## src/rtl/tsc_pkg.sv

```systemverilog
package tsc_pkg;
  // register byte offsets
  localparam logic [7:0] TSC_OFF_CTRL     = 8'h00;
  localparam logic [7:0] TSC_OFF_SWLEN    = 8'h04;
  localparam logic [7:0] TSC_OFF_PRE      = 8'h08;
  localparam logic [7:0] TSC_OFF_DELAY    = 8'h0C;
  localparam logic [7:0] TSC_OFF_NSWEEP   = 8'h10;
  localparam logic [7:0] TSC_OFF_STATUS   = 8'h14;
  localparam logic [7:0] TSC_OFF_IRQ_STAT = 8'h18;
  localparam logic [7:0] TSC_OFF_IRQ_MASK = 8'h1C;
  localparam logic [7:0] TSC_OFF_COUNT    = 8'h20;
  // control fields
  localparam int TSC_CTRL_RUN     = 0;
  localparam int TSC_CTRL_MODE_LO = 1;
  localparam int TSC_CTRL_MODE_HI = 3;
  localparam int TSC_CTRL_STRETCH = 4;
  localparam int TSC_CTRL_DLYEN   = 5;
  localparam int TSC_CTRL_FAST    = 6;
  localparam int TSC_CTRL_CTRIG   = 7;
  // interrupt bits
  localparam int TSC_IRQ_DONE    = 0;
  localparam int TSC_IRQ_OVERRUN = 1;
  localparam int TSC_IRQ_STRETCH = 2;
  localparam int TSC_IRQ_LIMIT   = 3;
  localparam int TSC_IRQ_W       = 4;
  // reset values
  localparam logic [31:0] TSC_RST_SWLEN  = 32'h0000_0400;
  localparam logic [31:0] TSC_RST_PRE    = 32'h0000_0000;
  localparam logic [31:0] TSC_RST_NSWEEP = 32'h0000_0001;
  // timing
  localparam int TSC_CLK_MHZ      = 200;
  localparam int TSC_RATE_US      = 2500;
  localparam int TSC_RATE_CYC     = TSC_RATE_US * TSC_CLK_MHZ;
  localparam int TSC_DELAY_MAX_S  = 1000;
  localparam int TSC_DELAY_MAX_MS = TSC_DELAY_MAX_S * 1000;
  localparam int TSC_MAX_SWEEPS   = 200000;
  // modes and sweep states
  typedef enum logic [2:0] {
    TSC_M_SINGLE   = 3'h0,
    TSC_M_MULTI    = 3'h1,
    TSC_M_SLOWFAST = 3'h2,
    TSC_M_CONT     = 3'h3,
    TSC_M_DUAL     = 3'h4
  } tsc_mode_t;
  typedef enum logic [2:0] {
    TSC_S_IDLE  = 3'h0,
    TSC_S_PRE   = 3'h1,
    TSC_S_DELAY = 3'h2,
    TSC_S_POST  = 3'h3,
    TSC_S_WAIT  = 3'h4
  } tsc_state_t;
endpackage

```

## src/rtl/tsc_capture.sv

```systemverilog
// The APB interface to the registers and the register offsets were decided locally.
`timescale 1ns/1ps
module tsc_capture
  import tsc_pkg::*;
#(
  parameter int AW         = 16,
  parameter int DW         = 16,
  parameter int RATE_CYC   = TSC_RATE_CYC,
  parameter int MS_CYC     = TSC_CLK_MHZ * 1000,
  parameter int MAX_SWEEPS = TSC_MAX_SWEEPS
) (
  // clock and reset
  input  wire logic          sys_clk_i,
  input  wire logic          rst_n_i,
  // apb slave
  input  wire logic          psel_i,
  input  wire logic          penable_i,
  input  wire logic          pwrite_i,
  input  wire logic [7:0]    paddr_i,
  input  wire logic [31:0]   pwdata_i,
  output logic      [31:0]   prdata_o,
  output logic               pready_o,
  output logic               pslverr_o,
  // sample input
  input  wire logic          smp_valid_i,
  input  wire logic [DW-1:0] smp_data_i,
  input  wire logic          trig_i,
  // memory write port
  output logic               mem_we_o,
  output logic [AW-1:0]      mem_addr_o,
  output logic [DW-1:0]      mem_data_o,
  // storage hand-off
  output logic               st_start_o,
  output logic [AW-1:0]      st_base_o,
  output logic [AW-1:0]      st_len_o,
  output logic               st_marker_o,
  input  wire logic          st_done_i,
  // continuous stream
  output logic               cs_valid_o,
  output logic [DW-1:0]      cs_data_o,
  // rate control and interrupt
  output logic               fast_rate_o,
  output logic               irq_o
);
  localparam logic [AW:0] MEM_SIZE = {1'b1, {AW{1'b0}}};
  ////////////////////////////////////////////////////////////////////////
  // registers
  logic [7:0]          ctrl_r;
  logic [AW-1:0]       swlen_r;
  logic [AW-1:0]       pre_r;
  logic [31:0]         delay_r;
  logic [17:0]         nsweep_r;
  logic [TSC_IRQ_W-1:0] ist_r;
  logic [TSC_IRQ_W-1:0] imask_r;
  tsc_state_t          st_r;
  logic [AW-1:0]       wp_r;
  logic [AW-1:0]       sw_base_r;
  logic [AW-1:0]       pre_cnt_r;
  logic [AW-1:0]       post_cnt_r;
  logic [AW-1:0]       sweep_used_r;
  logic [31:0]         dly_cnt_r;
  logic [19:0]         dly_ms_r;
  logic [31:0]         rate_cnt_r;
  logic [31:0]         str_cnt_r;
  logic [17:0]         done_cnt_r;
  logic [AW:0]         used_r;
  logic [AW-1:0]       rd_base_r;
  logic [AW-1:0]       q_len_r [4];
  logic [1:0]          q_wp_r;
  logic [1:0]          q_rp_r;
  logic [2:0]          q_cnt_r;
  logic                st_busy_r;
  logic [TSC_IRQ_W-1:0] ev;
  ////////////////////////////////////////////////////////////////////////
  // decode
  tsc_mode_t mode;
  wire run       = ctrl_r[TSC_CTRL_RUN];
  wire str_en    = ctrl_r[TSC_CTRL_STRETCH];
  wire dly_en    = ctrl_r[TSC_CTRL_DLYEN];
  assign mode    = tsc_mode_t'(ctrl_r[TSC_CTRL_MODE_HI:TSC_CTRL_MODE_LO]);
  wire sweeping  = (mode != TSC_M_CONT);
  wire streaming = (mode == TSC_M_CONT) || (mode == TSC_M_DUAL);
  wire multi     = (mode == TSC_M_MULTI) || (mode == TSC_M_DUAL);
  wire apb_wr    = psel_i && penable_i && pwrite_i;
  wire apb_rd    = psel_i && penable_i && !pwrite_i;
  wire smp       = run && smp_valid_i;
  wire rate_ok   = (rate_cnt_r == 32'h0);
  wire str_ok    = (str_cnt_r == 32'h0);
  wire [AW:0] free_words = MEM_SIZE - used_r;
  wire full_fits = (free_words >= {1'b0, swlen_r});
  wire [AW-1:0] post_len   = dly_en ? swlen_r : swlen_r - pre_r;
  wire [AW-1:0] sw_len_now = dly_en ? swlen_r : pre_cnt_r + post_len;
  // stretch room is free words plus one sweep; the extra is not reserved
  wire [AW+1:0] str_need = {2'b0, sweep_used_r} + {2'b0, post_len};
  wire [AW+1:0] str_room = {1'b0, free_words} + {2'b0, swlen_r};
  wire str_fits  = (str_need <= str_room);
  wire limit_hit = multi && (done_cnt_r >= 18'(MAX_SWEEPS));
  wire cap_trig  = trig_i && run && sweeping && rate_ok && !limit_hit;
  wire pre_full  = (pre_cnt_r >= pre_r);
  wire post_last = ({1'b0, post_cnt_r} + 1'b1 >= {1'b0, post_len});
  wire drop_trig = trig_i && run && !full_fits && (st_r[2:1] == 2'b00);
  wire pre_wr    = (st_r == TSC_S_PRE) && (pre_r != '0);
  wire q_pop     = st_done_i && st_busy_r;
  ////////////////////////////////////////////////////////////////////////
  // sweep state machine
  always_ff @(posedge sys_clk_i) begin
    if (!rst_n_i) begin
      st_r         <= TSC_S_IDLE;
      wp_r         <= '0;
      sw_base_r    <= '0;
      pre_cnt_r    <= '0;
      post_cnt_r   <= '0;
      sweep_used_r <= '0;
      dly_cnt_r    <= '0;
      dly_ms_r     <= '0;
      rate_cnt_r   <= '0;
      str_cnt_r    <= '0;
      done_cnt_r   <= '0;
      ev           <= '0;
    end else begin
      ev <= '0;
      if (trig_i && run && limit_hit)
        ev[TSC_IRQ_LIMIT] <= 1'b1;
      if (drop_trig)
        ev[TSC_IRQ_OVERRUN] <= 1'b1;
      if (rate_cnt_r != 32'h0)
        rate_cnt_r <= rate_cnt_r - 32'h1;
      if (str_cnt_r != 32'h0)
        str_cnt_r <= str_cnt_r - 32'h1;
      if (smp && st_r != TSC_S_IDLE && st_r != TSC_S_WAIT && st_r != TSC_S_DELAY)
        wp_r <= wp_r + 1'b1;
      case (st_r)
        TSC_S_IDLE: begin
          if (run && sweeping && !limit_hit && full_fits) begin
            st_r      <= TSC_S_PRE;
            sw_base_r <= wp_r;
            pre_cnt_r <= '0;
          end
        end
        TSC_S_PRE: begin
          if (cap_trig && full_fits) begin
            rate_cnt_r <= 32'(RATE_CYC - 1);
            post_cnt_r <= '0;
            sweep_used_r <= pre_cnt_r;
            if (dly_en) begin
              st_r      <= TSC_S_DELAY;
              dly_cnt_r <= '0;
              dly_ms_r  <= '0;
            end else
              st_r <= TSC_S_POST;
          end else if (smp && !pre_full) begin
            pre_cnt_r <= pre_cnt_r + 1'b1;
          end else if (smp) begin
            sw_base_r <= sw_base_r + 1'b1;
          end
        end
        TSC_S_DELAY: begin
          // delay counted in ms ticks; whole sweep becomes post data
          if (dly_cnt_r == 32'(MS_CYC - 1)) begin
            dly_cnt_r <= '0;
            dly_ms_r  <= dly_ms_r + 1'b1;
          end else
            dly_cnt_r <= dly_cnt_r + 32'h1;
          if (dly_ms_r >= delay_r[19:0]) begin
            st_r      <= TSC_S_POST;
            pre_cnt_r <= '0;
            sw_base_r <= wp_r;
          end
        end
        TSC_S_POST: begin
          if (trig_i && str_en && str_ok && str_fits) begin
            post_cnt_r <= '0;
            str_cnt_r  <= 32'(RATE_CYC - 1);
            ev[TSC_IRQ_STRETCH] <= 1'b1;
          end else if (smp) begin
            post_cnt_r   <= post_cnt_r + 1'b1;
            sweep_used_r <= sweep_used_r + 1'b1;
            if (post_last) begin
              ev[TSC_IRQ_DONE] <= 1'b1;
              done_cnt_r <= done_cnt_r + 1'b1;
              // zero re-arm: next sweep opens at once in multi mode
              st_r      <= multi ? TSC_S_IDLE : TSC_S_WAIT;
            end
          end
        end
        default: begin
          if (!run)
            st_r <= TSC_S_IDLE;
        end
      endcase
      if (!run && st_r != TSC_S_IDLE)
        st_r <= TSC_S_IDLE;
    end
  end
  ////////////////////////////////////////////////////////////////////////
  // storage hand-off, one sweep at a time in capture order
  wire trig_seen = (st_r == TSC_S_PRE) && cap_trig && full_fits && !dly_en;
  wire dly_done  = (st_r == TSC_S_DELAY) && (dly_ms_r >= delay_r[19:0]);
  wire hand_new  = trig_seen || dly_done;
  always_ff @(posedge sys_clk_i) begin
    if (!rst_n_i) begin
      used_r      <= '0;
      rd_base_r   <= '0;
      q_wp_r      <= '0;
      q_rp_r      <= '0;
      q_cnt_r     <= '0;
      st_busy_r   <= 1'b0;
      st_start_o  <= 1'b0;
      st_base_o   <= '0;
      st_len_o    <= '0;
      st_marker_o <= 1'b0;
      for (int i = 0; i < 4; i++)
        q_len_r[i] <= '0;
    end else begin
      st_start_o  <= 1'b0;
      st_marker_o <= 1'b0;
      if (drop_trig)
        st_marker_o <= 1'b1;
      if (hand_new && !q_pop)
        used_r <= used_r + {1'b0, sw_len_now};
      else if (q_pop && !hand_new)
        used_r <= used_r - {1'b0, q_len_r[q_rp_r]};
      else if (q_pop && hand_new)
        used_r <= used_r + {1'b0, sw_len_now} - {1'b0, q_len_r[q_rp_r]};
      if (hand_new) begin
        q_len_r[q_wp_r] <= sw_len_now;
        q_wp_r <= q_wp_r + 1'b1;
      end
      // start the hand-off at trigger time, or at delay end when the delay is on, not at sweep end
      if (!st_busy_r && (q_cnt_r != 3'h0 || hand_new)) begin
        st_busy_r  <= 1'b1;
        st_start_o <= 1'b1;
        st_base_o  <= rd_base_r;
        st_len_o   <= q_cnt_r != 3'h0 ? q_len_r[q_rp_r] : sw_len_now;
      end else if (q_pop) begin
        st_busy_r <= 1'b0;
        rd_base_r <= rd_base_r + q_len_r[q_rp_r];
        q_rp_r    <= q_rp_r + 1'b1;
      end
      q_cnt_r <= q_cnt_r + {2'b0, hand_new} - {2'b0, q_pop};
    end
  end
  ////////////////////////////////////////////////////////////////////////
  // sample paths
  always_ff @(posedge sys_clk_i) begin
    if (!rst_n_i) begin
      mem_we_o    <= 1'b0;
      mem_addr_o  <= '0;
      mem_data_o  <= '0;
      cs_valid_o  <= 1'b0;
      cs_data_o   <= '0;
      fast_rate_o <= 1'b0;
    end else begin
      mem_we_o   <= smp && (pre_wr || st_r == TSC_S_POST);
      mem_addr_o <= wp_r;
      mem_data_o <= smp_data_i;
      // untriggered stream runs freely; triggered waits for a trigger
      cs_valid_o <= smp && streaming
                    && (!ctrl_r[TSC_CTRL_CTRIG] || trig_i || cs_valid_o);
      cs_data_o  <= smp_data_i;
      fast_rate_o <= (mode == TSC_M_SLOWFAST) && ctrl_r[TSC_CTRL_FAST]
                     && (st_r == TSC_S_POST);
    end
  end
  ////////////////////////////////////////////////////////////////////////
  // apb registers
  wire [TSC_IRQ_W-1:0] w1c = (apb_wr && paddr_i == TSC_OFF_IRQ_STAT)
                             ? pwdata_i[TSC_IRQ_W-1:0] : '0;
  always_ff @(posedge sys_clk_i) begin
    if (!rst_n_i) begin
      ctrl_r   <= '0;
      swlen_r  <= AW'(TSC_RST_SWLEN);
      pre_r    <= AW'(TSC_RST_PRE);
      delay_r  <= '0;
      nsweep_r <= 18'(TSC_RST_NSWEEP);
      ist_r    <= '0;
      imask_r  <= '0;
    end else begin
      if (apb_wr && paddr_i == TSC_OFF_CTRL)
        ctrl_r <= pwdata_i[7:0];
      if (apb_wr && paddr_i == TSC_OFF_SWLEN)
        swlen_r <= pwdata_i[AW-1:0];
      // pre share clipped to the sweep length
      if (apb_wr && paddr_i == TSC_OFF_PRE)
        pre_r <= (pwdata_i[AW-1:0] > swlen_r) ? swlen_r
                 : pwdata_i[AW-1:0];
      if (apb_wr && paddr_i == TSC_OFF_DELAY)
        delay_r <= (pwdata_i > 32'(TSC_DELAY_MAX_MS)) ? 32'(TSC_DELAY_MAX_MS)
                   : pwdata_i;
      if (apb_wr && paddr_i == TSC_OFF_NSWEEP)
        nsweep_r <= pwdata_i[17:0];
      if (apb_wr && paddr_i == TSC_OFF_IRQ_MASK)
        imask_r <= pwdata_i[TSC_IRQ_W-1:0];
      // set wins over clear
      ist_r <= (ist_r & ~w1c) | ev;
    end
  end
  wire known = (paddr_i <= TSC_OFF_COUNT) && (paddr_i[1:0] == 2'b00);
  assign pready_o  = 1'b1;
  assign pslverr_o = psel_i && penable_i && !known;
  always_comb begin
    prdata_o = 32'h0;
    if (apb_rd) begin
      if (paddr_i == TSC_OFF_CTRL)
        prdata_o = {24'h0, ctrl_r};
      else if (paddr_i == TSC_OFF_SWLEN)
        prdata_o = 32'(swlen_r);
      else if (paddr_i == TSC_OFF_PRE)
        prdata_o = 32'(pre_r);
      else if (paddr_i == TSC_OFF_DELAY)
        prdata_o = delay_r;
      else if (paddr_i == TSC_OFF_NSWEEP)
        prdata_o = 32'(nsweep_r);
      else if (paddr_i == TSC_OFF_STATUS)
        prdata_o = {20'h0, q_cnt_r, st_busy_r, 5'h0, st_r};
      else if (paddr_i == TSC_OFF_IRQ_STAT)
        prdata_o = 32'(ist_r);
      else if (paddr_i == TSC_OFF_IRQ_MASK)
        prdata_o = 32'(imask_r);
      else if (paddr_i == TSC_OFF_COUNT)
        prdata_o = 32'(done_cnt_r);
    end
  end
  assign irq_o = |(ist_r & imask_r);
  ////////////////////////////////////////////////////////////////////////
  // checks
  stretch_gap_a: assert property (@(posedge sys_clk_i) disable iff (!rst_n_i)
    ev[TSC_IRQ_STRETCH] |-> ##1 !ev[TSC_IRQ_STRETCH])
    else $error("stretch twice in one interval");
  start_gap_a: assert property (@(posedge sys_clk_i) disable iff (!rst_n_i)
    (st_r == TSC_S_PRE && cap_trig && full_fits) |=> rate_cnt_r != 32'h0)
    else $error("sweep rate limit not armed");
  nostr_post_a: assert property (@(posedge sys_clk_i) disable iff (!rst_n_i)
    (st_r == TSC_S_POST && !str_en && !smp) |=> $stable(post_cnt_r))
    else $error("post count moved without stretch");
  limit_a: assert property (@(posedge sys_clk_i) disable iff (!rst_n_i)
    (st_r == TSC_S_IDLE && limit_hit) |=> st_r != TSC_S_PRE)
    else $error("sweep taken beyond limit");
  marker_a: assert property (@(posedge sys_clk_i) disable iff (!rst_n_i)
    st_marker_o |-> $past(!full_fits))
    else $error("marker with free memory");
  handoff_a: assert property (@(posedge sys_clk_i) disable iff (!rst_n_i)
    (trig_seen && !st_busy_r && q_cnt_r == 3'h0) |=> st_start_o)
    else $error("hand-off not started at trigger");
  fast_a: assert property (@(posedge sys_clk_i) disable iff (!rst_n_i)
    fast_rate_o |-> $past(st_r) == TSC_S_POST)
    else $error("fast rate outside post part");
  order_a: assert property (@(posedge sys_clk_i) disable iff (!rst_n_i)
    st_start_o |-> ##1 !st_start_o)
    else $error("two hand-offs at once");
  sweep_c: cover property (@(posedge sys_clk_i) ev[TSC_IRQ_DONE]);
  stretch_c: cover property (@(posedge sys_clk_i) ev[TSC_IRQ_STRETCH]);
  overrun_c: cover property (@(posedge sys_clk_i) st_marker_o);
endmodule

```

## config.mk

```make
export PLATFORM = sky130hd
export DESIGN_NAME = tsc_capture
export DESIGN_NICKNAME = d
export VERILOG_FILES = /design/src/rtl/tsc_pkg.sv /design/src/rtl/tsc_capture.sv
export SDC_FILE = /design/constraint.sdc
export NUM_CORES = 1
export LEC_CHECK = 0
export ABC_AREA = 1
export BUFFER_PORTS_ARGS = -buffer_cell sky130_fd_sc_hd__buf_2
export CORE_UTILIZATION = 46
export DETAILED_ROUTE_END_ITERATION = 6
export PLACE_DENSITY = 0.63
export SLEW_MARGIN = 20
export SYNTH_ARGS = -nofsm -noshare
export SYNTH_HDL_FRONTEND = slang
export SYNTH_SLANG_ARGS = --single-unit
```

## constraint.sdc

```tcl
create_clock -name sys_clk_i -period 5.8 [get_ports sys_clk_i]
set_input_delay 1.16 -clock sys_clk_i [delete_from_list [all_inputs] [get_ports sys_clk_i]]
set_output_delay 1.16 -clock sys_clk_i [all_outputs]
set_load 0.02 [all_outputs]
```

After elaboration in Yosys (flattened, before gate mapping) --
Memory sizes are Yosys's and may differ from the RTL's. A register that Yosys moved wholly into a read port is not among the register bits. Cells that the tools add are included.
Storage, ports and cells: logic and storage cells 275, bits in writable memories 64, memories kept 1, input port bits 64, output and inout port bits 120, register bits after elaboration 413
Memory list:
- q_len_r | words 4, width 16, rd ports 1, clocked after memory_dff 1, wr ports 4, RTL line tsc_capture.sv:68 | logic [AW-1:0] q_len_r [4];
Operators by class: eq/ne operators 31, reductions and logical operators 95, $lt $le $gt $ge 9, muxes and demuxes 72, bitwise gates (word level) 9, add/subtract/negate cells 23
Operator list (number):
- 2-to-1 mux 32 bit | 15
- 2-to-1 mux 16 bit | 15
- 2-to-1 mux 18 bit | 5
- adder 16 x 1 -> 16 bit (second input constant) | 4
- zero test 32 bit | 2
- case mux 16 bit (2 select lines) | 2
- case mux 32 bit (2 select lines) | 1
- nonzero test 32 bit | 2
- subtractor 32 x 1 -> 32 bit (second input constant) | 2
- 2-to-1 mux 20 bit | 3
- 2-to-1 mux 17 bit | 3
- logical AND 1 bit | 48
- case mux 16 bit (3 select lines) | 1
- case mux 20 bit (2 select lines) | 1
- greater-or-equal comparator 17 x 16 -> 1 bit | 2
- subtractor 17 x 16 -> 17 bit | 2
- adder 16 bit | 2
- adder 32 x 1 -> 32 bit (second input constant) | 1
- == test 32 x 18 -> 1 bit (second input constant) | 1
- == test 8 x 5 -> 1 bit (second input constant) | 4
- > comparator 32 x 20 -> 1 bit (second input constant) | 1
- 2-to-1 mux 3 bit | 8
- adder 20 x 1 -> 20 bit (second input constant) | 1
- greater-or-equal comparator 20 bit | 1
- other kinds (50) | 112

Depth between registers and ports, before layout --
depth in word-level cells 15, depth in mapped cells 42

Least setup slack after synthesis --
OpenSTA, ideal clock, no wires.
path kind reg-to-reg, from register used_r[0], to register used_r[14], arrival time 5.791 ns, cell stages (with the launch flop) 40, setup time 0.109 ns, slack -0.100 ns, period minus slack after synthesis 5.900 ns, path through dfxtp_1 > nor3_1 > inv_1 > nor3_1 > nor3b_1 > nand2_1 > nor3_1 > nand2_1 > nor2_1 > xor2_1 > ha_1 > inv_1 > nand4_1 > nor4_1 > nand2_1 > nand3_4 > nand4_4 > nand2_2 > (+4 left out) > nand2_1 > o21ai_0 > ha_1 > inv_1 > fa_1 > nand3_1 > nand2_1 > a21oi_1 > o21ai_0 > a21boi_0 > o21ai_0 > nand3_1 > nand2_1 > nand2_1 > nand3_1 > nand3_1 > nand2_1 > inv_1
On the way: cells in the longest elaborated chain, start to end 9
RTL lines:
- start: declaration | RTL line tsc_capture.sv:66 | logic [AW:0] used_r;
- start signal: assignment | RTL line tsc_capture.sv:220 | used_r <= used_r + {1'b0, sw_len_now};
- start signal: assignment | RTL line tsc_capture.sv:222 | used_r <= used_r - {1'b0, q_len_r[q_rp_r]};
- start signal: assignment | RTL line tsc_capture.sv:224 | used_r <= used_r + {1'b0, sw_len_now} - {1'b0, q_len_r[q_rp_r]};
- subtractor 17 bit (*) | RTL line tsc_capture.sv:89 | wire [AW:0] free_words = MEM_SIZE - used_r;
- greater-or-equal comparator 17 x 16 -> 1 bit (*) | RTL line tsc_capture.sv:90 | wire full_fits = (free_words >= {1'b0, swlen_r});
- logical AND 1 bit (*) (2 in a row) | RTL line tsc_capture.sv:197 | wire trig_seen = (st_r == TSC_S_PRE) && cap_trig && full_fits && !dly_en;
- logical OR 1 bit (*) | RTL line tsc_capture.sv:199 | wire hand_new = trig_seen || dly_done;
- net hand_new | RTL line tsc_capture.sv:199
- zero test 1 bit | RTL line tsc_capture.sv:221 | else if (q_pop && !hand_new)
- logical AND 1 bit | RTL line tsc_capture.sv:221
- 2-to-1 mux 17 bit | RTL line tsc_capture.sv:221
- 2-to-1 mux 17 bit | RTL line tsc_capture.sv:219 | if (hand_new && !q_pop)
The timed path passes the listed nets; every way through them passes the cells marked *. The select of a mux whose other input is x is not followed. A chain may end at the register's enable or synchronous reset.

Worst setup path after layout --
from register swlen_r[0], to register used_r[16]
On the way: cells in the longest elaborated chain, start to end 9
RTL lines:
- start: declaration | RTL line tsc_capture.sv:49 | logic [AW-1:0] swlen_r;
- start signal: assignment | RTL line tsc_capture.sv:272 | swlen_r <= AW'(TSC_RST_SWLEN);
- start signal: assignment | RTL line tsc_capture.sv:282 | swlen_r <= pwdata_i[AW-1:0];
- subtractor 16 bit | RTL line tsc_capture.sv:91 | wire [AW-1:0] post_len = dly_en ? swlen_r : swlen_r - pre_r;
- 2-to-1 mux 16 bit | RTL line tsc_capture.sv:91
- adder 16 bit | RTL line tsc_capture.sv:92 | wire [AW-1:0] sw_len_now = dly_en ? swlen_r : pre_cnt_r + post_len;
- 2-to-1 mux 16 bit | RTL line tsc_capture.sv:92
- adder 17 x 16 -> 17 bit | RTL line tsc_capture.sv:220, tsc_capture.sv:224
- subtractor 17 x 16 -> 17 bit | RTL line tsc_capture.sv:224
- 2-to-1 mux 17 bit | RTL line tsc_capture.sv:223 | else if (q_pop && hand_new)
- 2-to-1 mux 17 bit | RTL line tsc_capture.sv:221
- 2-to-1 mux 17 bit | RTL line tsc_capture.sv:219
Several ways; a longest one is shown, not always the timed one. The select of a mux whose other input is x is not followed.

==> reports/metrics.cfg <==
[finish]
seqCellArea_sq_um=10210
finalNetCount=5228
num-fill-cells=6724
drive_above_1_share_pct=15.31
multiInputGateArea_sq_um=19330
syn_to_final_growth_pct=17.55
utilization_pct=54.75

[route]
wl_per_cell_um=17.72
ant_nets=0
vias_per_cell=5.368
wirelength_um=104500
num_vias=31650
drc=0
dr.first_iter.drc_count=2498
drtPass1Iterations=5

[setup_path]
critical_path_arrival_ns=6.16
required_ns=6.30
cp_max_fo=3
crit_type=flop to flop
startpoint_type=flop
crit_slowest_cell=fa_2
cpPeakStageDelay_ns=0.38
critPathCaptureType=flop

[floorplanning]
die_w_um=265.8
die_h_um=265.8
ioPinCount=184
start_util_pct=46.58
rows=96
core_area_sq_um=68710
dieArea_sq_um=70630

[yosys]
yosysTopAreaCell=dfxtp_1
yosysSeqAreaShare_pct=31.90
synth_compound_area_share_pct=14.34
synth_top_area_share_pct=25.90
synthMuxAreaShare_pct=0.06255
synth-simple-area-share_pct=28.75
async_flop_share_pct=0
synth_top_family_by_area=simple AND/OR/NAND/NOR gates
synth_area_sq_um=32000
synth_most_common_cell=nand2_1
synth_common_cells=nand2_1 (896), inv_1 (582), nor2_1 (514), dfxtp_1 (414), a21oi_1 (410)
synthCells=4615
syn_nets=4926
synth_area_leaders=dfxtp_1 (26%), nand2_1 (11%), ha_1 (9.3%)
synth_xor_area_share_pct=5.255
synth.distinct_cells=71
ys_seq_elements=478
synth-main-ff-cell=dfxtp_1
synth-adder-area-share_pct=9.844
avgSynthCellArea_sq_um=6.935
ys_warn_count=0
synth_edf_count=64

[sta]
rsz0062_at_grt=yes
timing.fmax_mhz=176.8
clock_skew_ns=0.02983
hold_viol=0
tns_ns=0
drv_slew=0
period_minus_slack_ns=5.655
worstMarginPinSlew_ns=0.9326
fin_crit_sh_pct=97.50
setup_viol=0
slew_headroom_pct=37.49

[global_route]
grt_max_degree=102
grt_usage_pct=28.59
overflow=0
antenna_found_initial=1
grt_pass1_vias=29010
grt_pass1_wl_um=160700

[run]
drv_cap=0

[power_and_ir_drop]
peakVddDrop_uv=390.8
powerDensity_nw_per_um2=443.9
finalPower_mw=16.70
p_leak_nw=16.99

[place]
place.gp.congestion=0.9814
post-dp-hpwl_um=79560
io_buffer_count=182

[cts]
htreeDepth=2
clk_pin_slew_worst_paths_ns=0.06
cts_root_buf=clkbuf_16
cts_tree=done
clock_latency_ns=0.64
clock-sinks=478
cts_buffer_depth=3
cts_buffers=55
postCtsHoldBufs=0

[min_path]
hp-class=flop to flop

[outcome]
status=complete, no violations

[metal layers]
layer | track usage (%) | share of wire [%]
met1 | 38.42 | 44
met2 | 47.25 | 46
met3 | 3.392 | 6.6
met4 | 9.925 | 3.4
met5 | 0 | 0
[timing repair]
action / CTS / global route
resized for setup: 19 / 162
cloned: 0 / 1
hold endpoints to repair: 0 / 0
buffers inserted: 2 / 20
setup endpoints to repair: 8 / 76
pin swaps: 3 / 74
[cells by family (layout without fill, tap and decap cells)]
group,count (synthesis),after routing
mux,2,2
xor+xnor,192,192
compound gates,837,837
fa+ha+maj,247,247
buf+inv,777,1125
flops,478,478
other cells,1,2
simple gates,2081,2081
[flip-flops by register name, summed over array words and instances (netlist names), 17 cells and up, named ones only]
register    cells
str_cnt_r      32
rate_cnt_r     32
done_cnt_r     18
used_r         17
dly_cnt_r      32
dly_ms_r       20
delay_r        32
nsweep_r       18
q_len_r        64
[cells in the final DEF (no fill, tap or decap), types with 9 or more instances in the layout]
cell type | netlist | layout
or2_2 | 17 | 15
nand3b_1 | 15 | 15
clkinv_2 | 0 | 13
nor2_2 | 16 | 22
inv_1 | 582 | 571
clkbuf_8 | 4 | 15
o22ai_1 | 9 | 9
clkinv_1 | 10 | 9
nand2_1 | 896 | 881
o21ai_0 | 263 | 230
ha_1 | 239 | 221
dfxtp_1 | 414 | 413
nand2_2 | 20 | 32
o21ai_1 | 13 | 32
buf_2 | 15 | 181
nand4_1 | 84 | 84
nor2_1 | 514 | 507
xor2_1 | 132 | 130
ha_4 | 0 | 16
o211ai_1 | 23 | 23
edfxtp_1 | 64 | 64
a21oi_2 | 11 | 42
xnor2_1 | 60 | 58
nor4_1 | 52 | 50
clkbuf_16 | 0 | 56
o31ai_1 | 15 | 14
a21oi_1 | 410 | 378
o21ai_2 | 1 | 15
nor3_1 | 140 | 133
nand3_1 | 278 | 274
buf_4 | 20 | 224
a31oi_1 | 21 | 19
nor2_4 | 13 | 14
inv_2 | 15 | 24
nor3b_1 | 10 | 9
[metrics by stage]
step	cells	setup WS (ns)	instance area [sq um]	hold slack, ns
2_1_floorplan	4615	-0.01096	32010	0.4153
3_3_place_gp	5768	-0.2273	34880	0.4228
3_5_place_dp	5768	-0.2530	34880	0.4282
4_1_cts	5873	0.006016	36810	0.4365
5_1_grt	5895	-0.1454	37620	0.4664
6_report	5895	0.1451	37620	0.4345
[critical path, delay by kind of cell, from the launching register on]
| family | cells | cell delay [ns] |
|---|---|---|
| DFF | 1 | 0.33 |
| adders and majority gates | 5 | 1.41 |
| AOI/OAI and AO/OA | 13 | 1.55 |
| buffers and inverters | 7 | 0.76 |
| and+or+nand+nor | 13 | 1.31 |
| xor gates and xnor gates | 1 | 0.15 |
[path summary, 6_finish.rpt]
check,to,depth (start not counted),slack (ns),from
max,used_r[16],39,0.15,swlen_r[0]
min,ist_r[3],2,0.43,ev[3]
max reg2reg,used_r[16],39,0.15,swlen_r[0]
min reg2reg,ist_r[3],2,0.43,ev[3]
[power breakdown]
part | total, mW | switching [mW] | internal, mW | leakage, nW
logic | 8.91 | 5.59 | 3.31 | 12.0
clock network | 3.56 | 1.50 | 2.06 | 0.925
registers | 4.23 | 0.437 | 3.79 | 4.02
[area by class of cell]
| type | instances | area share (%) |
|---|---|---|
| inverter | 607 | 6.090 |
| multi-input combinational | 3360 | 51.39 |
| clock inverter | 25 | 0.6319 |
| tap | 931 | 3.097 |
| clock buffer | 78 | 4.344 |
| timing repair inverter | 1 | 0.01996 |
| timing repair buffer | 414 | 7.274 |
| antenna | 1 | 0.006652 |
| sequential | 478 | 27.14 |
No activity file was read; power rests on OpenSTA's default activity.
